===== src/pkg/sbc_reg_defines.svh =====
// register map, field positions and encodings of the register bank
`ifndef SBC_REG_DEFINES_SVH
`define SBC_REG_DEFINES_SVH

// ----------------------------------------------------------------------
// address ranges
// ----------------------------------------------------------------------
`define ADDR_CTRL_LAST      7'h1e
`define ADDR_STAT_FIRST     7'h40
`define ADDR_STAT_LAST      7'h7e

// ----------------------------------------------------------------------
// register addresses
// ----------------------------------------------------------------------
`define ADDR_MODE_CTRL      7'h01
`define ADDR_HW_CTRL        7'h02
`define ADDR_CAN_CTRL       7'h04
`define ADDR_HS_CTRL1       7'h14
`define ADDR_HS_CTRL2       7'h15
`define ADDR_SUPPLY_STAT    7'h41
`define ADDR_DEVICE_STAT    7'h43
`define ADDR_BUS_STAT       7'h44
`define ADDR_WAKE_LEVEL     7'h48
`define ADDR_HS_OC_STAT     7'h54
`define ADDR_HS_OL_STAT     7'h55
`define ADDR_FAMILY_ID      7'h7e

// ----------------------------------------------------------------------
// field positions and writable masks
// ----------------------------------------------------------------------
`define MODE_FIELD_HI       7
`define MODE_FIELD_LO       6
`define SUPPLY_FIELD_HI     5
`define SUPPLY_FIELD_LO     3
`define SECOND_SUPPLY_HI    4
`define SECOND_SUPPLY_LO    3
`define THIRD_SUPPLY_BIT    5
`define FAIL_ON_BIT         5
`define MASK_ALL            8'hff
`define MASK_HW_CTRL        8'hfb
`define MASK_CAN_CTRL       8'h07
`define CTRL_RESET          8'h00

// ----------------------------------------------------------------------
// mode field and transceiver field codes
// ----------------------------------------------------------------------
`define MODE_NORMAL         2'h0
`define MODE_STOP           2'h1
`define MODE_SLEEP          2'h2
`define MODE_RESTART        2'h3
`define CAN_OFF             3'h0
`define CAN_WAKE_CAPABLE    3'h1
`define CAN_WOKEN           3'h3

`endif


===== src/pkg/sbc_reg_pkg.sv =====
// types shared by the register bank
package sbc_reg_pkg;

    // class of an address seen in a frame
    typedef enum logic [1:0] {
        CLASS_CONTROL,
        CLASS_STATUS,
        CLASS_UNUSED
    } access_class_t;

endpackage : sbc_reg_pkg


===== src/rtl/status_flag_byte.sv =====
// one byte of sticky status flags with read-and-clear
`timescale 1ns/10ps

module status_flag_byte #(
    parameter logic [7:0] CLEARABLE = 8'hff
) (
    input  wire logic       clk_in,
    input  wire logic       rst_n_in,
    input  wire logic [7:0] set_in,
    input  wire logic       clear_in,
    output logic      [7:0] flags_out
);

    logic [7:0] flags_q;
    logic [7:0] flags_d;

    // set wins over clear; only clearable bits drop
    always_comb begin
        flags_d = flags_q;
        if (clear_in) begin
            flags_d = flags_q & ~CLEARABLE;
        end
        flags_d = flags_d | set_in;
    end

    // flag storage, untouched by mode changes
    always_ff @(posedge clk_in or negedge rst_n_in) begin
        if (!rst_n_in) begin
            flags_q <= 8'h00;
        end else begin
            flags_q <= flags_d;
        end
    end

    assign flags_out = flags_q;

    property p_set_wins;
        @(posedge clk_in) disable iff (!rst_n_in)
        (set_in != 8'h00) |=> ((flags_out & $past(set_in)) == $past(set_in));
    endproperty
    a_set_wins: assert property (p_set_wins) else $error("status set lost");

    property p_clear_drops;
        @(posedge clk_in) disable iff (!rst_n_in)
        (clear_in && set_in == 8'h00) |=> ((flags_out & CLEARABLE) == 8'h00);
    endproperty
    a_clear_drops: assert property (p_clear_drops) else $error("clear left flags");

    property p_flags_hold;
        @(posedge clk_in) disable iff (!rst_n_in)
        !clear_in |=> ((flags_out & $past(flags_out)) == $past(flags_out));
    endproperty
    a_flags_hold: assert property (p_flags_hold) else $error("flag lost without clear");

endmodule : status_flag_byte


===== src/rtl/sbc_register_bank.sv =====
// register bank of the system basis chip behind the 16-bit serial frames
`timescale 1ns/10ps
`include "sbc_reg_defines.svh"

module sbc_register_bank #(
    parameter logic [7:0] FAMILY_ID = 8'h5a  // arbitrary identity value
) (
    input  wire logic        ref_clk_in,
    input  wire logic        reset_n_in,
    input  wire logic        frame_valid_in,
    input  wire logic [15:0] frame_word_in,
    input  wire logic        mode_change_in,
    input  wire logic [1:0]  mode_entered_in,
    input  wire logic        second_supply_standalone_in,
    input  wire logic        can_wake_in,
    input  wire logic        fail_trigger_in,
    input  wire logic [7:0]  supply_event_in,
    input  wire logic [7:0]  device_event_in,
    input  wire logic [7:0]  bus_event_in,
    input  wire logic [3:0]  hs_fault_in,
    input  wire logic [3:0]  hs_open_load_in,
    input  wire logic [2:0]  wake_pin_in,
    output logic             resp_valid_out,
    output logic      [7:0]  resp_data_out,
    output logic      [1:0]  mode_field_out,
    output logic      [2:0]  can_control_out,
    output logic      [15:0] hs_config_out,
    output logic      [1:0]  second_supply_output_out,
    output logic             third_supply_output_out,
    output logic             fail_output_out
);

    // ------------------------------------------------------------------
    // constants
    // ------------------------------------------------------------------
    localparam int         CTRL_COUNT = 31;
    localparam logic [4:0] IDX_MODE   = 5'(`ADDR_MODE_CTRL);
    localparam logic [4:0] IDX_HW     = 5'(`ADDR_HW_CTRL);
    localparam logic [4:0] IDX_CAN    = 5'(`ADDR_CAN_CTRL);
    localparam logic [4:0] IDX_HS1    = 5'(`ADDR_HS_CTRL1);
    localparam logic [4:0] IDX_HS2    = 5'(`ADDR_HS_CTRL2);

    // ------------------------------------------------------------------
    // reset release and pin synchronisers
    // ------------------------------------------------------------------
    logic       rst_meta_q;
    logic       rst_n_q;
    logic [2:0] wake_meta_q;
    logic [2:0] wake_sync_q;

    // two-stage release of the asynchronous reset
    always_ff @(posedge ref_clk_in or negedge reset_n_in) begin
        if (!reset_n_in) begin
            rst_meta_q <= 1'b0;
            rst_n_q    <= 1'b0;
        end else begin
            rst_meta_q <= 1'b1;
            rst_n_q    <= rst_meta_q;
        end
    end

    // wake pin levels come from outside, two flops first
    always_ff @(posedge ref_clk_in or negedge rst_n_q) begin
        if (!rst_n_q) begin
            wake_meta_q <= 3'h0;
            wake_sync_q <= 3'h0;
        end else begin
            wake_meta_q <= wake_pin_in;
            wake_sync_q <= wake_meta_q;
        end
    end

    // ------------------------------------------------------------------
    // frame decode
    // ------------------------------------------------------------------
    logic [7:0]                 ctrl_q [0:CTRL_COUNT-1];
    logic [7:0]                 ctrl_d [0:CTRL_COUNT-1];
    logic [6:0]                 addr;
    logic                       type_bit;
    logic [7:0]                 wdata;
    logic [4:0]                 idx;
    logic                       in_restart;
    logic                       in_normal;
    logic                       frame_ok;
    logic                       write_en;
    logic                       clear_en;
    sbc_reg_pkg::access_class_t cls;

    // address low, type bit, data byte high
    assign addr       = frame_word_in[6:0];
    assign type_bit   = frame_word_in[7];
    assign wdata      = frame_word_in[15:8];
    assign idx        = addr[4:0];
    assign in_restart = (mode_field_out == `MODE_RESTART);
    assign in_normal  = (mode_field_out == `MODE_NORMAL);
    assign frame_ok   = frame_valid_in && !in_restart;

    // address class
    always_comb begin
        if (addr <= `ADDR_CTRL_LAST) begin
            cls = sbc_reg_pkg::CLASS_CONTROL;
        end else if (addr >= `ADDR_STAT_FIRST && addr <= `ADDR_STAT_LAST) begin
            cls = sbc_reg_pkg::CLASS_STATUS;
        end else begin
            cls = sbc_reg_pkg::CLASS_UNUSED;
        end
    end

    // type bit selects write or read-clear
    assign write_en = frame_ok && cls == sbc_reg_pkg::CLASS_CONTROL && type_bit;
    assign clear_en = frame_ok && cls == sbc_reg_pkg::CLASS_STATUS && type_bit;

    // writable bits per configuration register
    function automatic logic [7:0] ctrl_mask(input logic [4:0] a);
        case (a)
            IDX_HW:  ctrl_mask = `MASK_HW_CTRL;
            IDX_CAN: ctrl_mask = `MASK_CAN_CTRL;
            default: ctrl_mask = `MASK_ALL;
        endcase
    endfunction : ctrl_mask

    // ------------------------------------------------------------------
    // configuration registers
    // ------------------------------------------------------------------
    logic [7:0] mode_wr;
    logic [2:0] can_old;

    // next values: write, then fault switch-off, then mode entry
    always_comb begin
        for (int i = 0; i < CTRL_COUNT; i++) begin
            ctrl_d[i] = ctrl_q[i];
        end
        can_old = ctrl_q[IDX_CAN][2:0];
        mode_wr = wdata;
        if (!in_normal) begin
            mode_wr[`SUPPLY_FIELD_HI:`SUPPLY_FIELD_LO] =
                ctrl_q[IDX_MODE][`SUPPLY_FIELD_HI:`SUPPLY_FIELD_LO];
        end
        if (write_en) begin
            case (idx)
                IDX_MODE: ctrl_d[IDX_MODE] = mode_wr;
                IDX_HS1: begin
                    if (in_normal) begin
                        ctrl_d[IDX_HS1] = wdata;
                    end
                end
                IDX_HS2: begin
                    if (in_normal) begin
                        ctrl_d[IDX_HS2] = wdata;
                    end
                end
                default: ctrl_d[idx] = wdata & ctrl_mask(idx);
            endcase
        end
        // overcurrent/overtemperature turns the switch off, no wake issued
        for (int s = 0; s < 2; s++) begin
            if (hs_fault_in[s]) begin
                ctrl_d[IDX_HS1][s*4 +: 4] = 4'h0;
            end
            if (hs_fault_in[s+2]) begin
                ctrl_d[IDX_HS2][s*4 +: 4] = 4'h0;
            end
        end
        if (mode_change_in) begin
            ctrl_d[IDX_MODE][`MODE_FIELD_HI:`MODE_FIELD_LO] = mode_entered_in;
            case (mode_entered_in)
                `MODE_SLEEP: begin
                    if (can_old != `CAN_OFF && can_old != `CAN_WAKE_CAPABLE) begin
                        ctrl_d[IDX_CAN] = {5'h00, `CAN_WAKE_CAPABLE};
                    end
                end
                `MODE_RESTART: begin
                    ctrl_d[IDX_HS1] = 8'h00;
                    ctrl_d[IDX_HS2] = 8'h00;
                    if (second_supply_standalone_in) begin
                        ctrl_d[IDX_MODE][`SECOND_SUPPLY_HI:`SECOND_SUPPLY_LO] = 2'h0;
                    end
                    if (can_old == `CAN_OFF) begin
                        ctrl_d[IDX_CAN] = {5'h00, `CAN_OFF};
                    end else if (can_old == `CAN_WAKE_CAPABLE && !can_wake_in) begin
                        ctrl_d[IDX_CAN] = {5'h00, `CAN_WAKE_CAPABLE};
                    end else begin
                        ctrl_d[IDX_CAN] = {5'h00, `CAN_WOKEN};
                    end
                end
                // stop and normal leave transceiver and switches as they are
                default: ctrl_d[IDX_CAN] = ctrl_d[IDX_CAN];
            endcase
        end
    end

    // configuration storage
    always_ff @(posedge ref_clk_in or negedge rst_n_q) begin
        if (!rst_n_q) begin
            for (int i = 0; i < CTRL_COUNT; i++) begin
                ctrl_q[i] <= `CTRL_RESET;
            end
        end else begin
            for (int i = 0; i < CTRL_COUNT; i++) begin
                ctrl_q[i] <= ctrl_d[i];
            end
        end
    end

    // ------------------------------------------------------------------
    // status registers
    // ------------------------------------------------------------------
    logic [7:0] supply_flags;
    logic [7:0] device_flags;
    logic [7:0] bus_flags;
    logic [7:0] hs_oc_flags;
    logic [7:0] hs_ol_flags;

    status_flag_byte #(.CLEARABLE(8'hff)) u_supply_stat (
        .clk_in    (ref_clk_in),
        .rst_n_in  (rst_n_q),
        .set_in    (supply_event_in),
        .clear_in  (clear_en && addr == `ADDR_SUPPLY_STAT),
        .flags_out (supply_flags)
    );

    status_flag_byte #(.CLEARABLE(8'hff)) u_device_stat (
        .clk_in    (ref_clk_in),
        .rst_n_in  (rst_n_q),
        .set_in    (device_event_in),
        .clear_in  (clear_en && addr == `ADDR_DEVICE_STAT),
        .flags_out (device_flags)
    );

    status_flag_byte #(.CLEARABLE(8'hff)) u_bus_stat (
        .clk_in    (ref_clk_in),
        .rst_n_in  (rst_n_q),
        .set_in    (bus_event_in),
        .clear_in  (clear_en && addr == `ADDR_BUS_STAT),
        .flags_out (bus_flags)
    );

    status_flag_byte #(.CLEARABLE(8'h0f)) u_hs_oc_stat (
        .clk_in    (ref_clk_in),
        .rst_n_in  (rst_n_q),
        .set_in    ({4'h0, hs_fault_in}),
        .clear_in  (clear_en && addr == `ADDR_HS_OC_STAT),
        .flags_out (hs_oc_flags)
    );

    status_flag_byte #(.CLEARABLE(8'h0f)) u_hs_ol_stat (
        .clk_in    (ref_clk_in),
        .rst_n_in  (rst_n_q),
        .set_in    ({4'h0, hs_open_load_in}),
        .clear_in  (clear_en && addr == `ADDR_HS_OL_STAT),
        .flags_out (hs_ol_flags)
    );

    // ------------------------------------------------------------------
    // read-back and response
    // ------------------------------------------------------------------
    logic [7:0] rd_byte;
    logic       resp_valid_q;
    logic [7:0] resp_data_q;

    // contents before this frame's write or clear
    always_comb begin
        rd_byte = 8'h00;
        if (cls == sbc_reg_pkg::CLASS_CONTROL) begin
            rd_byte = ctrl_q[idx];
        end else if (cls == sbc_reg_pkg::CLASS_STATUS) begin
            case (addr)
                `ADDR_SUPPLY_STAT: rd_byte = supply_flags;
                `ADDR_DEVICE_STAT: rd_byte = device_flags;
                `ADDR_BUS_STAT:    rd_byte = bus_flags;
                `ADDR_HS_OC_STAT:  rd_byte = hs_oc_flags;
                `ADDR_HS_OL_STAT:  rd_byte = hs_ol_flags;
                `ADDR_WAKE_LEVEL:  rd_byte = {5'h00, wake_sync_q};
                `ADDR_FAMILY_ID:   rd_byte = FAMILY_ID;
                default:           rd_byte = 8'h00;
            endcase
        end
    end

    // one response per interpreted frame
    always_ff @(posedge ref_clk_in or negedge rst_n_q) begin
        if (!rst_n_q) begin
            resp_valid_q <= 1'b0;
            resp_data_q  <= 8'h00;
        end else begin
            resp_valid_q <= frame_ok;
            if (frame_ok) begin
                resp_data_q <= rd_byte;
            end
        end
    end

    // ------------------------------------------------------------------
    // fail output
    // ------------------------------------------------------------------
    logic fail_latched_q;
    logic fail_out_q;

    // once triggered it stays on through every mode until reset
    always_ff @(posedge ref_clk_in or negedge rst_n_q) begin
        if (!rst_n_q) begin
            fail_latched_q <= 1'b0;
            fail_out_q     <= 1'b0;
        end else begin
            fail_latched_q <= fail_latched_q | fail_trigger_in;
            fail_out_q     <= fail_latched_q | fail_trigger_in | ctrl_d[IDX_HW][`FAIL_ON_BIT];
        end
    end

    // drivers follow configuration only, failure flags do not gate them
    assign hs_config_out            = {ctrl_q[IDX_HS2], ctrl_q[IDX_HS1]};
    assign mode_field_out           = ctrl_q[IDX_MODE][`MODE_FIELD_HI:`MODE_FIELD_LO];
    assign second_supply_output_out = ctrl_q[IDX_MODE][`SECOND_SUPPLY_HI:`SECOND_SUPPLY_LO];
    assign third_supply_output_out  = ctrl_q[IDX_MODE][`THIRD_SUPPLY_BIT];
    assign can_control_out          = ctrl_q[IDX_CAN][2:0];
    assign resp_valid_out           = resp_valid_q;
    assign resp_data_out            = resp_data_q;
    assign fail_output_out          = fail_out_q;

    // ------------------------------------------------------------------
    // assertions
    // ------------------------------------------------------------------
    property p_can_write;
        @(posedge ref_clk_in) disable iff (!rst_n_q)
        (write_en && addr == `ADDR_CAN_CTRL && !mode_change_in)
            |=> (can_control_out == $past(wdata[2:0]));
    endproperty
    a_can_write: assert property (p_can_write) else $error("write not stored");

    property p_old_in_resp;
        @(posedge ref_clk_in) disable iff (!rst_n_q)
        (frame_ok && addr == `ADDR_CAN_CTRL)
            |=> (resp_data_out == {5'h00, $past(can_control_out)});
    endproperty
    a_old_in_resp: assert property (p_old_in_resp) else $error("response not old value");

    property p_family_fixed;
        @(posedge ref_clk_in) disable iff (!rst_n_q)
        (frame_ok && addr == `ADDR_FAMILY_ID) |=> (resp_data_out == FAMILY_ID);
    endproperty
    a_family_fixed: assert property (p_family_fixed) else $error("identity changed");

    property p_mode_follows;
        @(posedge ref_clk_in) disable iff (!rst_n_q)
        mode_change_in |=> (mode_field_out == $past(mode_entered_in));
    endproperty
    a_mode_follows: assert property (p_mode_follows) else $error("mode field stale");

    property p_fail_stays;
        @(posedge ref_clk_in) disable iff (!rst_n_q)
        fail_trigger_in |=> fail_output_out [*4];
    endproperty
    a_fail_stays: assert property (p_fail_stays) else $error("fail output dropped");

    property p_stop_can;
        @(posedge ref_clk_in) disable iff (!rst_n_q)
        (mode_change_in && mode_entered_in == `MODE_STOP && !write_en) |=> $stable(can_control_out);
    endproperty
    a_stop_can: assert property (p_stop_can) else $error("stop changed transceiver");

    property p_sleep_can;
        @(posedge ref_clk_in) disable iff (!rst_n_q)
        (mode_change_in && mode_entered_in == `MODE_SLEEP)
            |=> (can_control_out == `CAN_OFF || can_control_out == `CAN_WAKE_CAPABLE);
    endproperty
    a_sleep_can: assert property (p_sleep_can) else $error("sleep transceiver not safe");

    property p_hs_locked;
        @(posedge ref_clk_in) disable iff (!rst_n_q)
        (!in_normal && hs_fault_in == 4'h0 && !mode_change_in) |=> $stable(hs_config_out);
    endproperty
    a_hs_locked: assert property (p_hs_locked) else $error("switch config changed");

    property p_fault_off;
        @(posedge ref_clk_in) disable iff (!rst_n_q)
        hs_fault_in[0] |=> (hs_config_out[3:0] == 4'h0);
    endproperty
    a_fault_off: assert property (p_fault_off) else $error("faulty switch still on");

    property p_restart_clear;
        @(posedge ref_clk_in) disable iff (!rst_n_q)
        (mode_change_in && mode_entered_in == `MODE_RESTART) |=> (hs_config_out == 16'h0000);
    endproperty
    a_restart_clear: assert property (p_restart_clear) else $error("restart kept switches");

    property p_restart_off;
        @(posedge ref_clk_in) disable iff (!rst_n_q)
        (mode_change_in && mode_entered_in == `MODE_RESTART && can_control_out == `CAN_OFF)
            |=> (can_control_out == `CAN_OFF);
    endproperty
    a_restart_off: assert property (p_restart_off) else $error("restart woke off transceiver");

    property p_restart_mute;
        @(posedge ref_clk_in) disable iff (!rst_n_q)
        (frame_valid_in && in_restart) |=> !resp_valid_out;
    endproperty
    a_restart_mute: assert property (p_restart_mute) else $error("frame taken in restart");

    property p_reserved_zero;
        @(posedge ref_clk_in) disable iff (!rst_n_q)
        (frame_ok && addr == `ADDR_CAN_CTRL) |=> (resp_data_out[7:3] == 5'h00);
    endproperty
    a_reserved_zero: assert property (p_reserved_zero) else $error("reserved bits set");

endmodule : sbc_register_bank


===== config.mk =====
export PLATFORM = sky130hd
export DESIGN_NAME = sbc_register_bank
export DESIGN_NICKNAME = d
export VERILOG_FILES = /design/src/pkg/sbc_reg_pkg.sv /design/src/rtl/status_flag_byte.sv /design/src/rtl/sbc_register_bank.sv
export VERILOG_INCLUDE_DIRS = /design/src /design/src/pkg
export SDC_FILE = /design/constraint.sdc
export NUM_CORES = 1
export LEC_CHECK = 0
export ABC_CLOCK_PERIOD_IN_PS = 10750
export BUFFER_PORTS_ARGS = -buffer_cell sky130_fd_sc_hd__buf_2
export CAP_MARGIN = 40
export CORE_UTILIZATION = 53
export CTS_CLUSTER_DIAMETER = 120
export DETAILED_ROUTE_END_ITERATION = 16
export MAX_ROUTING_LAYER = met4
export PLACE_DENSITY = 0.78
export SLEW_MARGIN = 15
export SYNTH_ARGS = -nofsm -noshare
export SYNTH_HDL_FRONTEND = slang
export SYNTH_SLANG_ARGS = --single-unit

===== constraint.sdc =====
create_clock -name ref_clk_in -period 10.75 [get_ports ref_clk_in]
set_input_delay 1.075 -clock ref_clk_in [delete_from_list [all_inputs] [get_ports ref_clk_in]]
set_output_delay 1.075 -clock ref_clk_in [all_outputs]
set_load 0.005 [all_outputs]

==> results.yml <==
run_status:
  status: "finished clean"
route:
  vias: 10200
  avgRoutedWirePerCell_um: 24.4
  drc: 0
  ant_nets: 0
  wirelength_um: 38500
  vias_per_cell: 6.46
  first_pass_iters: 6
  drtIter0Drc: 1406
die:
  initial_core_util_pct: 53.8
  die_y_um: 164
  core_um2: 26000
  dieArea_um2: 27000
  num_rows: 59
  die_x_um: 164
  num_io_pins: 94
worst_setup_path:
  setup.worst_path.end_class: "register"
  start_kind: "input port"
  cp.required_ns: 11.15
  reg2reg_depth: 7
  reg2reg_from: "mode_field_out[0]"
  regToRegSetupSlack_ns: 7.56
  r2r-end: "ctrl_q[178]"
  cp.arrival_ns: 4.03
  path_class: "in -> reg"
  crit_path_max_fanout: 33
synth:
  ys_types: 61
  synth_area_leader_cell: "dfrtp_1"
  synth_top_family_by_area: "multiplexers"
  yosysWarnings: 0
  avgSynthCellArea_um2: 11.7
  syn-cell-area_um2: 14000
  synthAdderAreaFrac_pct: 0
  synth.area.top_cells: "dfrtp_1 54%, mux2_2 8.6%, mux4_2 6.9%, o21ai_0 5.3%, nand2_1 4.4%"
  yosysTopAreaCellShare_pct: 53.5
  synth-main-ff-cell: "dfrtp_1"
  synth_nets: 1252
  synth_mux_area_share_pct: 18.7
  ys_async_sr_fraction_pct: 100
  synth_xor_xnor_area_share_pct: 0
  ys_ff_latch: 299
  synthCells: 1192
  yosysMostFrequentCell: "dfrtp_1"
  synth-simple-area-share_pct: 10.9
  synth_edf_count: 0
  synth_compound_area_share_pct: 12.3
  ys_seq_area_share_pct: 53.5
  synthTopCellsByCount: "299 x dfrtp_1, 162 x nand2_1, 149 x o21ai_0"
placed_design:
  hpwl_um: 24900
  io_buffers: 93
  post-place-ws_ns: 6.61
  place.gp.congestion: 0.915
  placedInstanceArea_um2: 14400
  dpl.cell_count: 1519
final_layout:
  multiInputGateArea_um2: 5850
  drive_gt1_share_pct: 26.3
  diodes: 0
  stdcell_count: 1577
  fillers: 1987
  area_growth_pct: 10.1
  design_area_um2: 15400
  regArea_um2: 7490
  post-route-util_pct: 59.2
  layout.nets: 1278
cts:
  clk_latency_ns: 0.56
  root_buffer: "clkbuf_16"
  ctsHoldBuffers: 0
  numCtsBuffers: 31
  clk_pin_slew_ns: 0.06
  postCtsSetupRepairBufs: 0
  post_cts_resize_count: 0
  cts_tree: "built"
  clock_sinks: 299
  cts_buffer_depth: 3
  cts_max_level: 1
grt:
  antenna_found_initial: 0
  grt_max_degree: 173
  grt_pass1_wl_um: 59500
  grt-ovfl-total: 0
  grt_pass1_vias: 10200
  track_usage_pct: 30.2
timing:
  hold_violations: 0
  layout_setup_ws_ns: 7.12
  rsz0062_at_grt: "no"
  max_freq_mhz: 275
  fin_skew_ns: 0.0166
  slew_violations: 0
  min_period_ns: 3.63
  setup_viol: 0
  fin_setup_tns_ns: 0
  slew_headroom_pct: 34.1
  post-route-period-util_pct: 33.8
  worst_slew_pin_slew_ns: 0.986
  whs_ns: 0.280
power_and_ir_drop:
  power.total_mw: 2.49
  p_leak_nw: 6.94
  p_per_area_nw_per_um2: 162
  ir_worst_vdd_v: 0.000158
flow_run:
  cap_violations: 0
min_path:
  worst_hold_path_type: "in -> async"
-- how the worst max path moves through the flow --
stage / depth (start not counted) / end / startpoint
after floorplan: 0 / can_control_out[0] / rst_n_q
after global routing: 7 / ctrl_q[178] / frame_word_in[1]
after global placement: 6 / ctrl_q[243] / frame_word_in[1]
final: 7 / resp_data_out[7] / frame_word_in[0]
after detailed placement: 7 / ctrl_q[183] / frame_word_in[1]
after CTS: 7 / ctrl_q[178] / frame_word_in[1]
-- kinds of logic after synthesis --
kind of cell	count (synthesis)
other cells	1
flops	299
buf+inv	119
mux	186
compound gates	278
simple gates	309
-- routing by layer --
metal	GRT usage (%)	routed length [µm]	up-vias
met4	14.4	1960	0
met2	45.3	17500	566
met5	-	0	-
met3	6.55	3640	138
li1	-	-	4360
met1	39.3	15300	5121
-- where the power goes --
part / total [mW] / internal (mW) / switching, mW
combinational: 0.231 / 0.0918 / 0.139
clock: 1.05 / 0.603 / 0.445
sequential: 1.22 / 1.17 / 0.0403
-- registers in the layout, indices dropped and copies added (netlist names), 2 cells and up --
signal / flops
wake_sync_q: 3
u_hs_ol_stat.flags_out: 4
u_hs_oc_stat.flags_out: 4
wake_meta_q: 3
ctrl_q: 224
can_control_out: 3
u_device_stat.flags_out: 8
mode_field_out: 2
second_supply_output_out: 2
hs_config_out: 16
u_bus_stat.flags_out: 8
resp_data_out: 8
u_supply_stat.flags_out: 8
-- layout make-up --
| type | count | share of cell area (%) |
|---|---|---|
| clock buffer | 45 | 5.84 |
| tap | 335 | 2.73 |
| timing repair buffer | 104 | 3.86 |
| multi-input combinational | 774 | 38.0 |
| sequential | 299 | 48.7 |
| inverter | 8 | 0.195 |
| clock inverter | 12 | 0.659 |
-- placed cells by master (no fill, tap or decap), drive strengths merged, types with 2 or more instances in the layout --
cell type,netlist,routed
clkinvlp,0,2
o22ai,6,6
a21oi,14,14
nand2b,6,6
clkinv,0,8
nor2,21,21
nor2b,6,6
o21ai,152,152
or3,6,6
a31oi,7,7
mux2,113,113
o21bai,6,6
nand4,18,18
a41o,2,2
nand3,33,33
a221oi,17,17
mux2i,26,26
buf,70,104
nor3b,4,4
clkbuf,41,45
dfrtp,299,299
o211ai,11,11
and2,16,16
mux4,47,47
and3,12,12
nand2,162,162
o32a,2,2
or2,3,3
a22oi,10,10
a211oi,3,3
o221ai,2,2
a21o,35,35
a22o,3,3
nor3,16,16
inv,8,9
and3b,3,3
-- critical path, stage by stage --
cell and delay (ns):
buf_2 0.49, buf_4 0.63, mux4_2 0.57, o21ai_0 0.23, a21oi_1 0.10, a221oi_1 0.68
o22ai_1 0.19
(Power assumes the default switching activity.)
